`config.mk`:
```
export PLATFORM = sky130hd
export DESIGN_NAME = usf_status_flow
export DESIGN_NICKNAME = d
export VERILOG_FILES = /design/src/common/usf_pkg.sv /design/src/core/usf_skid.sv /design/src/core/usf_status_flow.sv
export SDC_FILE = /design/constraint.sdc
export NUM_CORES = 1
export LEC_CHECK = 0
export BUFFER_PORTS_ARGS = -buffer_cell sky130_fd_sc_hd__buf_2
export CAP_MARGIN = 20
export CELL_PAD_IN_SITES_DETAIL_PLACEMENT = 2
export CELL_PAD_IN_SITES_GLOBAL_PLACEMENT = 2
export CORE_ASPECT_RATIO = 0.6
export CORE_MARGIN = 2
export CORE_UTILIZATION = 52
export DETAILED_ROUTE_END_ITERATION = 10
export PLACE_DENSITY_LB_ADDON = 0.3
export SYNTH_ARGS = -nofsm -noshare
export SYNTH_HDL_FRONTEND = slang
export SYNTH_SLANG_ARGS = --single-unit
```
`constraint.sdc`:
```
create_clock -name clock_in -period 10.3 [get_ports clock_in]
set_input_delay 0.515 -clock clock_in [delete_from_list [all_inputs] [get_ports clock_in]]
set_output_delay 0.515 -clock clock_in [all_outputs]
set_load 0.005 [all_outputs]
```
`src/common/usf_pkg.sv`:
```
// constants for the uart status and flow threshold block
package usf_pkg;
	localparam logic [2:0] OFS_LSR_MSR  = 3'h5;
	localparam logic [2:0] OFS_MSR_TCR  = 3'h6;
	localparam logic [7:0] LCR_ENHANCED = 8'hBF;
	localparam logic [7:0] SRC_RESET    = 8'h00;
	localparam logic [7:0] TCR_RESET    = 8'h00;
	localparam int LSR_ERR_SUM  = 7;
	localparam int LSR_TX_IDLE  = 6;
	localparam int LSR_THR_EMPT = 5;
	localparam int LSR_BREAK    = 4;
	localparam int LSR_FRAMING  = 3;
	localparam int LSR_PARITY   = 2;
	localparam int LSR_OVERRUN  = 1;
	localparam int LSR_READY    = 0;
	localparam int MCR_DTR      = 0;
	localparam int MCR_RTS      = 1;
	localparam int MCR_OUT1_SEL = 2;
	localparam int MCR_OUT2     = 3;
	localparam int MCR_LOOP     = 4;
	localparam int EFR_ENH      = 4;
	localparam int SFR_ALT      = 2;
	localparam int THRESH_MULT_SHIFT = 2;
	localparam int ERR_BITS     = 3;
	localparam int FIFO_DEPTH   = 64;
	typedef enum logic [1:0] { FC_IDLE, FC_SEND_PAUSE, FC_PAUSED, FC_SEND_RESUME } usf_fc_state_t;
endpackage : usf_pkg

```
`src/core/usf_skid.sv`:
```
`timescale 1ns/10ps
// two-entry buffer with valid and ready on both sides
module usf_skid
	import usf_pkg::*;
#(
	parameter int WIDTH = 11
) (
	input  wire logic             clock_in,   // uart clock
	input  wire logic             reset_n_in, // async reset, low
	input  wire logic             in_valid_in, // word offered
	output logic                  in_ready_out, // room for a word
	input  wire logic [WIDTH-1:0] in_data_in, // offered word
	output logic                  out_valid_out, // word available
	input  wire logic             out_ready_in, // sink takes word
	output logic [WIDTH-1:0]      out_data_out  // oldest word
);
	logic [WIDTH-1:0] slot_reg [2];
	logic             rd_ptr_reg;
	logic             wr_ptr_reg;
	logic [1:0]       count_reg;
	wire              push = in_valid_in && in_ready_out;
	wire              pop  = out_valid_out && out_ready_in;

	assign in_ready_out  = (count_reg != 2'h2);
	assign out_valid_out = (count_reg != 2'h0);
	assign out_data_out  = slot_reg[rd_ptr_reg];

	always_ff @(posedge clock_in or negedge reset_n_in) begin
		if (!reset_n_in) begin
			rd_ptr_reg <= 1'b0;
			wr_ptr_reg <= 1'b0;
			count_reg  <= 2'h0;
			slot_reg[0] <= '0;
			slot_reg[1] <= '0;
		end else begin
			if (push) begin
				slot_reg[wr_ptr_reg] <= in_data_in;
				wr_ptr_reg <= ~wr_ptr_reg;
			end
			if (pop)
				rd_ptr_reg <= ~rd_ptr_reg;
			count_reg <= count_reg + {1'b0, push} - {1'b0, pop};
		end
	end
endmodule : usf_skid

```
`src/core/usf_status_flow.sv`:
```
`timescale 1ns/10ps
// uart line status, modem status and receive flow-control thresholds
// Notes on behaviour
// RQ1: bit 5 sets when holding byte moves out
// RQ2: bit 4 shows break of head character
// RQ3: bit 3 shows framing error of head
// RQ4: bit 2 shows parity error of head
// RQ5: bit 1 sets on arrival into full FIFO; the code sets it only when the two-entry buffer ahead of the FIFO is full too
// RQ6: bit 0 high while receive FIFO nonempty
// RQ7: second resume char at 5 when enhanced
// RQ8: second resume char cleared by power-on only
// RQ9: modem bits 7..4 are inverted input pins
// RQ10: loopback maps control bits 3,2,0,1 upward
// RQ11: change flags on carrier, ready, clear edges
// RQ12: ring flag only on low-to-high ring input
// RQ13: threshold register at 6 when gated, reset zero
// RQ14: auto request-to-send drops at halt level
// RQ15: pause character sent at halt level
// RQ16: auto request-to-send returns at resume level
// RQ17: resume character sent at resume level
// RQ18: software keeps resume below trigger level
// RQ19: software keeps halt above trigger level
// RQ20: bit 7 set while any stored error
// RQ21: errors are stored with each entry
// RQ22: reading modem status clears change flags
module usf_status_flow
	import usf_pkg::*;
#(
	parameter int DEPTH = FIFO_DEPTH,
	parameter int CW    = $clog2(FIFO_DEPTH + 1)
) (
	input  wire logic          clock_in,          // uart clock
	input  wire logic          reset_n_in,        // power-on reset, low
	input  wire logic          soft_reset_in,     // software reset pulse
	input  wire logic [2:0]    reg_addr_in,       // register offset
	input  wire logic          reg_wr_in,         // write strobe
	input  wire logic          reg_rd_in,         // read strobe
	input  wire logic [7:0]    reg_wdata_in,      // write data
	output logic [7:0]         reg_rdata_out,     // read data
	output logic               reg_hit_out,       // offset decoded here
	input  wire logic [7:0]    line_control_in,   // line control register
	input  wire logic [7:0]    modem_control_in,  // modem control register
	input  wire logic [7:0]    enhanced_features_in, // enhanced feature register
	input  wire logic [7:0]    special_features_in,  // special feature register
	input  wire logic          auto_rts_en_in,    // auto request-to-send on
	input  wire logic          auto_sw_flow_en_in, // auto pause/resume on
	input  wire logic          rx_valid_in,       // received character strobe
	input  wire logic [7:0]    rx_char_in,        // received character
	input  wire logic          rx_parity_err_in,  // bad parity
	input  wire logic          rx_framing_err_in, // no valid stop bit
	input  wire logic          rx_break_in,       // line low a whole frame
	output logic               rx_ready_out,      // buffer accepts character
	input  wire logic          rx_pop_in,         // software reads head
	output logic [7:0]         rx_head_out,       // head character
	input  wire logic          thr_to_tsr_in,     // holding byte moved to shifter
	input  wire logic          thr_write_in,      // software wrote holding reg
	input  wire logic          tx_idle_in,        // shifter and holding empty
	input  wire logic          carrier_detect_n_in, // carrier detect pin
	input  wire logic          ring_indicator_n_in, // ring pin
	input  wire logic          dsr_n_in,          // set-ready pin
	input  wire logic          cts_n_in,          // clear-to-send pin
	input  wire logic          msr_int_en_in,     // modem interrupt enable
	output logic               msr_int_out,       // modem status interrupt
	output logic               rts_n_out,         // request-to-send pin
	output logic               send_pause_out,    // request pause character
	output logic               send_resume_out,   // request resume character
	input  wire logic          flow_char_ack_in,  // transmitter took request
	output logic [7:0]         line_status_out,   // line status flags
	output logic [7:0]         modem_status_out   // modem input status
);
	localparam int EW = 8 + ERR_BITS;

	logic [7:0]    second_resume_char_reg;
	logic [7:0]    flow_levels_reg;
	logic [EW-1:0] fifo_reg [DEPTH];
	logic [CW-1:0] count_reg;
	logic [$clog2(DEPTH)-1:0] rd_idx_reg;
	logic [$clog2(DEPTH)-1:0] wr_idx_reg;
	logic [CW-1:0] err_count_reg;
	logic          overrun_reg;
	logic          thr_empty_reg;
	logic [3:0]    pin_meta_reg;
	logic [3:0]    pin_sync_reg;
	logic [3:0]    status_prev_reg;
	logic [3:0]    delta_reg;
	logic [3:0]    delta_next;
	logic          rts_hold_reg;
	usf_fc_state_t fc_state_reg;
	usf_fc_state_t fc_state_next;

	////////////////////////////////////////////////////////////////
	// register decode
	wire enh_sel   = (line_control_in == LCR_ENHANCED) && !special_features_in[SFR_ALT];
	wire tcr_sel   = enhanced_features_in[EFR_ENH] && modem_control_in[MCR_OUT1_SEL]
	                 && !special_features_in[SFR_ALT];
	wire std_sel   = !line_control_in[7];
	wire src_hit   = enh_sel && (reg_addr_in == OFS_LSR_MSR);   // RQ7
	wire tcr_hit   = !enh_sel && tcr_sel && (reg_addr_in == OFS_MSR_TCR); // RQ13
	wire lsr_hit   = !enh_sel && std_sel && (reg_addr_in == OFS_LSR_MSR);
	wire msr_hit   = !enh_sel && std_sel && !tcr_sel && (reg_addr_in == OFS_MSR_TCR);
	wire msr_read  = reg_rd_in && msr_hit;

	assign reg_hit_out   = src_hit || tcr_hit || lsr_hit || msr_hit;
	assign reg_rdata_out = src_hit ? second_resume_char_reg :
	                       tcr_hit ? flow_levels_reg :
	                       lsr_hit ? line_status_out :
	                       msr_hit ? modem_status_out : 8'h00;

	// the second resume character survives a software reset
	always_ff @(posedge clock_in or negedge reset_n_in) begin
		if (!reset_n_in)
			second_resume_char_reg <= SRC_RESET; // RQ8
		else if (reg_wr_in && src_hit)
			second_resume_char_reg <= reg_wdata_in; // RQ7
	end

	always_ff @(posedge clock_in or negedge reset_n_in) begin
		if (!reset_n_in)
			flow_levels_reg <= TCR_RESET; // RQ13
		else if (soft_reset_in)
			flow_levels_reg <= TCR_RESET;
		else if (reg_wr_in && tcr_hit)
			flow_levels_reg <= reg_wdata_in;
	end

	////////////////////////////////////////////////////////////////
	// receive path: buffer, then fifo with per-entry error bits
	logic          buf_valid;
	logic [EW-1:0] buf_data;
	wire           fifo_full  = (count_reg == CW'(DEPTH));
	wire           fifo_empty = (count_reg == '0);
	wire           do_pop     = rx_pop_in && !fifo_empty;
	wire           do_push    = buf_valid && !fifo_full && !soft_reset_in;
	wire [EW-1:0]  head       = fifo_reg[rd_idx_reg];
	wire           head_err   = |head[EW-1:8];
	wire           in_err     = |buf_data[EW-1:8];
	wire           overrun_ev = rx_valid_in && !rx_ready_out;

	usf_skid #(.WIDTH(EW)) rx_buf (
		.clock_in     (clock_in),
		.reset_n_in   (reset_n_in),
		.in_valid_in  (rx_valid_in),
		.in_ready_out (rx_ready_out),
		.in_data_in   ({rx_break_in, rx_framing_err_in, rx_parity_err_in, rx_char_in}), // RQ21
		.out_valid_out(buf_valid),
		.out_ready_in (!fifo_full),
		.out_data_out (buf_data)
	);

	always_ff @(posedge clock_in) begin
		if (do_push)
			fifo_reg[wr_idx_reg] <= buf_data; // RQ21
	end

	always_ff @(posedge clock_in or negedge reset_n_in) begin
		if (!reset_n_in) begin
			count_reg     <= '0;
			rd_idx_reg    <= '0;
			wr_idx_reg    <= '0;
			err_count_reg <= '0;
		end else if (soft_reset_in) begin
			count_reg     <= '0;
			rd_idx_reg    <= '0;
			wr_idx_reg    <= '0;
			err_count_reg <= '0;
		end else begin
			if (do_push)
				wr_idx_reg <= wr_idx_reg + 1'b1;
			if (do_pop)
				rd_idx_reg <= rd_idx_reg + 1'b1;
			count_reg     <= count_reg + CW'(do_push) - CW'(do_pop);
			err_count_reg <= err_count_reg + CW'(do_push && in_err) - CW'(do_pop && head_err); // RQ20
		end
	end

	// overrun: set wins over the read that clears it
	always_ff @(posedge clock_in or negedge reset_n_in) begin
		if (!reset_n_in)
			overrun_reg <= 1'b0;
		else if (overrun_ev)
			overrun_reg <= 1'b1; // RQ5
		else if (soft_reset_in || (reg_rd_in && lsr_hit))
			overrun_reg <= 1'b0;
	end

	always_ff @(posedge clock_in or negedge reset_n_in) begin
		if (!reset_n_in)
			thr_empty_reg <= 1'b1;
		else if (thr_to_tsr_in)
			thr_empty_reg <= 1'b1; // RQ1
		else if (thr_write_in || soft_reset_in)
			thr_empty_reg <= soft_reset_in;
	end

	assign rx_head_out = head[7:0];

	always_comb begin
		line_status_out               = 8'h00;
		line_status_out[LSR_ERR_SUM]  = (err_count_reg != '0);           // RQ20
		line_status_out[LSR_TX_IDLE]  = tx_idle_in;
		line_status_out[LSR_THR_EMPT] = thr_empty_reg;                   // RQ1
		line_status_out[LSR_BREAK]    = !fifo_empty && head[10];        // RQ2
		line_status_out[LSR_FRAMING]  = !fifo_empty && head[9];         // RQ3
		line_status_out[LSR_PARITY]   = !fifo_empty && head[8];         // RQ4
		line_status_out[LSR_OVERRUN]  = overrun_reg;                     // RQ5
		line_status_out[LSR_READY]    = !fifo_empty;                     // RQ6
	end

	////////////////////////////////////////////////////////////////
	// modem inputs: order is carrier, ring, set-ready, clear-to-send
	wire       loop   = modem_control_in[MCR_LOOP];
	wire [3:0] status = loop ? {modem_control_in[MCR_OUT2], modem_control_in[MCR_OUT1_SEL],
	                            modem_control_in[MCR_DTR], modem_control_in[MCR_RTS]} // RQ10
	                         : ~pin_sync_reg;                                         // RQ9
	wire [3:0] change = status ^ status_prev_reg;

	always_ff @(posedge clock_in or negedge reset_n_in) begin
		if (!reset_n_in) begin
			pin_meta_reg    <= 4'hF;
			pin_sync_reg    <= 4'hF;
			status_prev_reg <= 4'h0;
			delta_reg       <= 4'h0;
		end else begin
			pin_meta_reg    <= {carrier_detect_n_in, ring_indicator_n_in, dsr_n_in, cts_n_in};
			pin_sync_reg    <= pin_meta_reg;
			status_prev_reg <= status;
			delta_reg       <= soft_reset_in ? 4'h0 : delta_next;
		end
	end

	// ring status high means the pin went low; a pin rise is a status fall
	always_comb begin
		delta_next    = msr_read ? 4'h0 : delta_reg; // RQ22
		delta_next[3] = delta_next[3] | change[3];   // RQ11
		delta_next[2] = delta_next[2] | (status_prev_reg[2] && !status[2]); // RQ12
		delta_next[1] = delta_next[1] | change[1];   // RQ11
		delta_next[0] = delta_next[0] | change[0];   // RQ11
	end

	assign modem_status_out = {status, delta_reg};
	assign msr_int_out      = msr_int_en_in && (delta_reg != 4'h0); // RQ11

	a_msr_read_clear: assert property (@(posedge clock_in) disable iff (!reset_n_in)
		msr_read && (change == 4'h0) |=> (delta_reg == 4'h0)) else $error("modem flags not cleared by read"); // RQ22
	a_ring_rise_only: assert property (@(posedge clock_in) disable iff (!reset_n_in)
		!msr_read && !soft_reset_in && !delta_reg[2] && !$fell(status[2]) |=> !delta_reg[2] || $past(status_prev_reg[2]))
		else $error("ring flag without rising pin"); // RQ12
	a_cts_change_flag: assert property (@(posedge clock_in) disable iff (!reset_n_in)
		change[0] && !soft_reset_in |=> delta_reg[0]) else $error("clear-to-send change lost"); // RQ11
	a_loop_mapping: assert property (@(posedge clock_in) disable iff (!reset_n_in)
		loop |-> modem_status_out[7:4] == {modem_control_in[3], modem_control_in[2], modem_control_in[0],
		modem_control_in[1]}) else $error("loopback mapping wrong"); // RQ10

	////////////////////////////////////////////////////////////////
	// flow control thresholds
	wire [CW+1:0] halt_lvl   = (CW+2)'(flow_levels_reg[3:0]) << THRESH_MULT_SHIFT;
	wire [CW+1:0] resume_lvl = (CW+2)'(flow_levels_reg[7:4]) << THRESH_MULT_SHIFT;
	wire [CW+1:0] cnt_wide   = (CW+2)'(count_reg);
	wire          at_halt    = cnt_wide >= halt_lvl;   // RQ14
	wire          at_resume  = cnt_wide <= resume_lvl; // RQ16

	// rts keeps its last level between the two thresholds (hysteresis)
	always_ff @(posedge clock_in or negedge reset_n_in) begin
		if (!reset_n_in)
			rts_hold_reg <= 1'b0;
		else if (!auto_rts_en_in || soft_reset_in)
			rts_hold_reg <= 1'b0;
		else if (at_halt)
			rts_hold_reg <= 1'b1; // RQ14
		else if (at_resume)
			rts_hold_reg <= 1'b0; // RQ16
	end

	assign rts_n_out = auto_rts_en_in ? rts_hold_reg : !modem_control_in[MCR_RTS];

	always_comb begin
		fc_state_next = fc_state_reg;
		case (fc_state_reg)
			FC_IDLE:        if (at_halt) fc_state_next = FC_SEND_PAUSE;          // RQ15
			FC_SEND_PAUSE:  if (flow_char_ack_in) fc_state_next = FC_PAUSED;
			FC_PAUSED:      if (at_resume) fc_state_next = FC_SEND_RESUME;       // RQ17
			FC_SEND_RESUME: if (flow_char_ack_in) fc_state_next = FC_IDLE;
			default:        fc_state_next = FC_IDLE;
		endcase
	end

	always_ff @(posedge clock_in or negedge reset_n_in) begin
		if (!reset_n_in)
			fc_state_reg <= FC_IDLE;
		else if (!auto_sw_flow_en_in || soft_reset_in)
			fc_state_reg <= FC_IDLE;
		else
			fc_state_reg <= fc_state_next;
	end

	assign send_pause_out  = (fc_state_reg == FC_SEND_PAUSE);  // RQ15
	assign send_resume_out = (fc_state_reg == FC_SEND_RESUME); // RQ17

	a_rts_halt_drop: assert property (@(posedge clock_in) disable iff (!reset_n_in)
		auto_rts_en_in && !soft_reset_in && at_halt |=> auto_rts_en_in |-> rts_n_out) else $error("rts not dropped"); // RQ14
	a_rts_resume_up: assert property (@(posedge clock_in) disable iff (!reset_n_in)
		auto_rts_en_in && !soft_reset_in && !at_halt && at_resume ##1 auto_rts_en_in |-> !rts_n_out)
		else $error("rts not reasserted"); // RQ16
	a_pause_request: assert property (@(posedge clock_in) disable iff (!reset_n_in)
		auto_sw_flow_en_in && !soft_reset_in && fc_state_reg == FC_IDLE && at_halt ##1 auto_sw_flow_en_in
		|-> send_pause_out) else $error("pause not requested"); // RQ15
	a_ready_empty: assert property (@(posedge clock_in) disable iff (!reset_n_in)
		line_status_out[LSR_READY] == (count_reg != '0)) else $error("data ready mismatch"); // RQ6
	a_overrun_set: assert property (@(posedge clock_in) disable iff (!reset_n_in)
		overrun_ev |=> overrun_reg) else $error("overrun missed"); // RQ5
	a_src_keep: assert property (@(posedge clock_in) disable iff (!reset_n_in)
		soft_reset_in && !(reg_wr_in && src_hit) |=> $stable(second_resume_char_reg))
		else $error("resume char lost on soft reset"); // RQ8
	a_err_summary: assert property (@(posedge clock_in) disable iff (!reset_n_in)
		!fifo_empty && head_err |-> line_status_out[LSR_ERR_SUM]) else $error("error summary low"); // RQ20
endmodule : usf_status_flow

```
* Word-level counts from Yosys, hierarchy flattened *
Memory sizes are Yosys's and may differ from the RTL's.
Cells that the tools add are included.

word-level totals
  register bits = 89
  memory bits (writable) = 704
  input bits = 72
  output and inout port bits = 38
  memories kept = 1

operators by class
  add/sub/neg operators = 8
  order comparisons = 5
  equality and inequality tests = 12
  muxes and demuxes = 37
  bitwise gates (word level) = 10
  reductions and logical operators = 60

memories
  memory    words  bits a word  rd ports  clocked after Yosys merged registers in  wr ports  line                   text
  fifo_reg  64     11           1         0                                        1         usf_status_flow.sv:75  logic [EW-1:0] fifo_reg [DEPTH];

operators by type and width
  kind                                                           count
  8-bit 2-to-1 mux                                               6
  11-bit 2-to-1 mux                                              4
  1-bit logical AND                                              27
  6-bit 2-to-1 mux                                               4
  22-bit bitwise mux                                             1
  7-bit by 1-bit adder with 7-bit output                         2
  7-bit 2-to-1 mux                                               2
  7-bit by 1-bit subtractor with 7-bit output                    2
  6-bit by 1-bit adder with 6-bit output, second input constant  2
  1-bit zero test                                                12
  4-bit 2-to-1 mux                                               3
  2-bit nonzero test                                             6
  11-bit demux with 1-bit select                                 1
  1-bit 2-to-1 mux                                               10
  2-bit 2-to-1 mux                                               5
  8-bit == test, second input constant                           1
  2-bit case mux with 4 select lines                             1
  7-bit == test, second input constant                           1
  7-bit by 6-bit greater-or-equal comparator with 1-bit output   1
  7-bit by 6-bit <= comparator with 1-bit output                 1
  7-bit zero test                                                1
  1-bit logical OR                                               7
  7-bit nonzero test                                             1
  3-bit == test, second input constant                           2
  other kinds (19)                                               29

* Longest topological paths before layout *
  word-level depth = 10
  mapped depth = 23

* By module *
From an unflattened synthesis, not the netlist that was laid out.

second synthesis, totals
  cells, all modules = 1,600
  area total of the unflattened synthesis = 31,974.4 µm²

by module, submodules not included
  module           times used  cells each  area each (µm²)  sequential area each (µm²)
  usf_status_flow  1           1,518       30,704.4         22,728.0
  usf_skid         1           82          1,270.0          650.6

* Worst setup path before layout *
OpenSTA, ideal clock, no wires.

  kind = reg2reg
  from = register rd_idx_reg[0]
  to = register err_count_reg[6]
  data arrival time = 3,900 ps
  data required time = 10,222 ps
  slack = 6,322 ps
  stages on the path, launching flop included = 21
  path buffers = 3
  path through = dfrtp_1 buf_6 buf_4 buf_4 mux4_2 a2111oi_0 o21ai_0 a31oi_1 a31oi_1 ha_1 inv_1 ha_1 inv_1 fa_1 inv_1 a21oi_1 nor2_1 o21ai_0 a21oi_1 or3_1 a21oi_1

between the ends
  cells in the longest elaborated chain, start to end = 5

RTL lines
  what                                         line                    text
  start, declared                              usf_status_flow.sv:77   logic [$clog2(DEPTH)-1:0] rd_idx_reg;
  start signal, assigned                       usf_status_flow.sv:170  rd_idx_reg <= rd_idx_reg + 1'b1;
  memory read 64 x 11 bit                      -
  3-bit OR reduction                           usf_status_flow.sv:135  wire head_err = |head[EW-1:8];
  1-bit logical AND                            usf_status_flow.sv:172  err_count_reg <= err_count_reg + CW'(do_push && in_err) - CW'(do_pop && head_err);
  7-bit by 1-bit subtractor with 7-bit output  usf_status_flow.sv:172
  7-bit 2-to-1 mux                             usf_status_flow.sv:161  end else if (soft_reset_in) begin
  end signal, assigned                         usf_status_flow.sv:172
  end, declared                                usf_status_flow.sv:79   logic [CW-1:0] err_count_reg;

No other way between the ends.
A chain may end at the register's enable or synchronous reset.

* Worst setup path after layout *
Same ends and word-level chain as after synthesis.

==> results.cfg <==
[drt]
wl_met2_microns = 51370
wl_met1_microns = 41750
routed-via-count = 17640
ant_nets = 0
routed_via_density = 6.696
route.met3.wl_microns = 8802
top_layer = met5
wl_per_cell_microns = 40.28
first_pass_iters = 6
wirelength_microns = 106100
route.detailed.drc = 0
drtIter0Drc = 2261

[floorplan]
core_area_sq_um = 60610
die-area_sq_um = 63120
start_util = 0.5239
die_w_microns = 323.0
row_count = 70
fp.dieH_microns = 195.4
io_pins = 110

[logic_synthesis]
ys_top_cells_by_count = 704 x edfxtp_1, 207 x mux4_2, 107 x nor2_1
synth_largest_area_cell = edfxtp_1
synth_most_common_cell = edfxtp_1
synth_cells = 1580
seq_area_frac_synth = 0.7362
yosys.cell_types.count = 56
synth.area.top_cells = edfxtp_1 67%, mux4_2 15%, dfrtp_1 6.3%
syn_area_sq_um = 31750
syn_nets = 1689
synthFlopType = edfxtp_1
avgSynthCellArea_sq_um = 20.10
ys.warnings.count = 0
synth-edff-count = 704
synthArstFlopShare = 0.1122
synth_top_area_frac = 0.6657
ys_ff_latch = 793

[pwr]
p_leak_nw = 11.88
p_int_mw = 6.774
swShare = 0.3189
p_sw_mw = 3.172
power.share.sequential = 0.451
power.clock.fraction = 0.291
power_density_nw_per_um2 = 276.1
combinationalPowerShare = 0.259
ir_drop_uv = 320.6

[sta]
layout_min_cycle_time_ns = 6.912
finalSetupViolCount = 0
fin_crit_sh = 0.6710
rsz0062_at_grt = no
max_slew_margin = 0.2615
clock.fmax_ghz = 0.1447
setup_tns_ns = 0
maxSlewViolCount = 0
final.setup.worst_slack_ns = 3.388
tightest_slew_ns = 1.106
finalHoldViolCount = 0
clock_skew_ns = 0.04123

[finish]
areaGrowthSynthToFinish_pct = 13.46
fill_cells = 4880
multiInputGateArea_sq_um = 7850
largest_reg_flops = 704
nNetsFinal = 1855
drive_gt1_frac = 0.3054
seq_area_sq_um = 23390

[global_route]
grt_max_degree = 118
grt_pass1_wl_microns = 149500
overflow = 0
grt_pass1_vias = 19020
grt.total_usage = 0.3437
grt_antenna_before_repair = 12

[setup_path]
worstSetupStartpoint = rd_idx_reg[0]
path_class = reg -> reg
r2r-start = rd_idx_reg[0]
cp_max_fo = 107
startpoint_type = flop
cp.arrival_ns = 7.43
crit_path_end_kind = flop
critical_path_required_ns = 10.82

[clock_network]
cts_tree = yes
cts.clk_slew.worst_paths_ns = 0.08
htree_levels = 3
postCtsSetupBuffers = 0
cts_root_buf = clkbuf_16
clock_path_buffers = 3
cts.sink_count = 793
cts_buffers = 74
clk_latency_ns = 0.65

[job]
maxCapViolCount = 0

[hold_path]
hold_start = thr_write_in
hold_class = in -> reg

[place]
port_buffers = 92
hpwl_microns = 61750
dp_slack_ns = 3.993
place_congestion = 0.8241

[outcome]
run_status = finished clean
## power by group through the flow
stage               registers, mW  logic [mW]  clock network (mW)
global route                 4.50        2.69                3.00
CTS                          4.48        2.51                2.90
finish                       4.48        2.57                2.89
global placement             4.51        2.16                   0
detailed placement           4.54        2.44                   0
floorplan                    4.43        1.49                   0
## cell families (layout without fill, tap and decap cells)
logic type,Yosys count,in the layout,share of synthesized area
AO/OA/AOI/OAI,108,108,0.02313
XOR/XNOR,26,26,0.007171
adder cells (fa/ha/maj),37,37,0.01505
buffers and inverters,124,348,0.01757
flip-flops,793,793,0.7362
multiplexers,271,271,0.1686
other,0,3,0
AND/OR/NAND/NOR,221,221,0.03223
## what timing repair did
item,4_1_cts,5_1_grt
resized for setup,0,0
hold buffers,5,0
endpoints found under the hold margin,28,0
## path summary, 6_finish.rpt
| path | end | depth (start not counted) | slack, ns |
|---|---|---|---|
| max in group asynchronous | rd_idx_reg[1] | 3 | 8.55 |
| setup / recovery | err_count_reg[6] | 19 | 3.39 |
| min in group asynchronous | rx_buf.slot_reg[18] | 2 | 0.36 |
| hold / removal | thr_empty_reg | 2 | 0.06 |
| setup reg to reg | err_count_reg[6] | 19 | 3.39 |
| hold reg to reg | pin_sync_reg[0] | 0 | 0.36 |
## layer usage
metal | vias to the layer above | GRT usage
met5 | - | 0
met4 | 2 | 0.1161
met3 | 279 | 0.06700
met2 | 1055 | 0.5564
met1 | 9580 | 0.4737
li1 | 6728 | -
## area by class of cell
type / instances / share of cell area
sequential: 793 / 0.6492
tap: 828 / 0.02876
timing repair buffer: 174 / 0.03206
clock buffer: 109 / 0.06088
antenna: 3 / 0.0002084
inverter: 40 / 0.004168
multi-input combinational: 663 / 0.2179
clock inverter: 25 / 0.006876
## metrics by stage
stage	std cells	util	cell area [sq um]	total power, mW	hold WS [ns]
2_1_floorplan	1580	-	31750	5.913	0.2194
3_3_place_gp	2470	0.5492	33280	6.664	0.3455
3_5_place_dp	2477	0.5502	33340	6.976	0.3478
4_1_cts	2616	0.5913	35840	9.893	0.05882
5_1_grt	2634	0.5944	36020	10.18	0.07184
6_report	2635	0.5944	36030	9.946	0.06157
## placed cells by master, fill, tap and decap left out, drive strengths merged, types with 3 or more instances in the layout
master / count
a2111oi: 5
a211oi: 6
a21o: 4
a21oi: 32
a221oi: 4
a222oi: 5
a22o: 5
a22oi: 3
a311oi: 4
buf: 169
bufinv: 5
clkbuf: 109
clkinv: 18
dfrtp: 80
dfstp: 9
diode: 3
dlygate4sd3: 5
edfxtp: 704
ha: 35
inv: 41
mux2: 41
mux2i: 23
mux4: 207
nand2: 37
nand2b: 4
nand3: 18
nand3b: 11
nand4: 4
nand4b: 3
nor2: 107
nor2b: 13
nor3: 9
nor3b: 4
o21ai: 17
o21bai: 3
o22ai: 5
or3: 5
xnor2: 14
xor2: 12
## worst max-delay path, stage by stage, from the launching register on
cell and delay [ns]:
dfrtp_4 1.04, buf_12 0.61, mux4_2 0.62, a22o_1 0.26, a221oi_1 0.64, nor3_1 0.16, nor3_1 0.68, a31oi_1 0.25
ha_1 0.35, inv_1 0.04, ha_1 0.20, inv_1 0.08, fa_1 0.22, inv_1 0.06, a21oi_1 0.24, nor2_1 0.12
o21ai_0 0.34, a21oi_1 0.16, or3_1 0.37, a21oi_1 0.20
(Power assumes the default switching activity.)
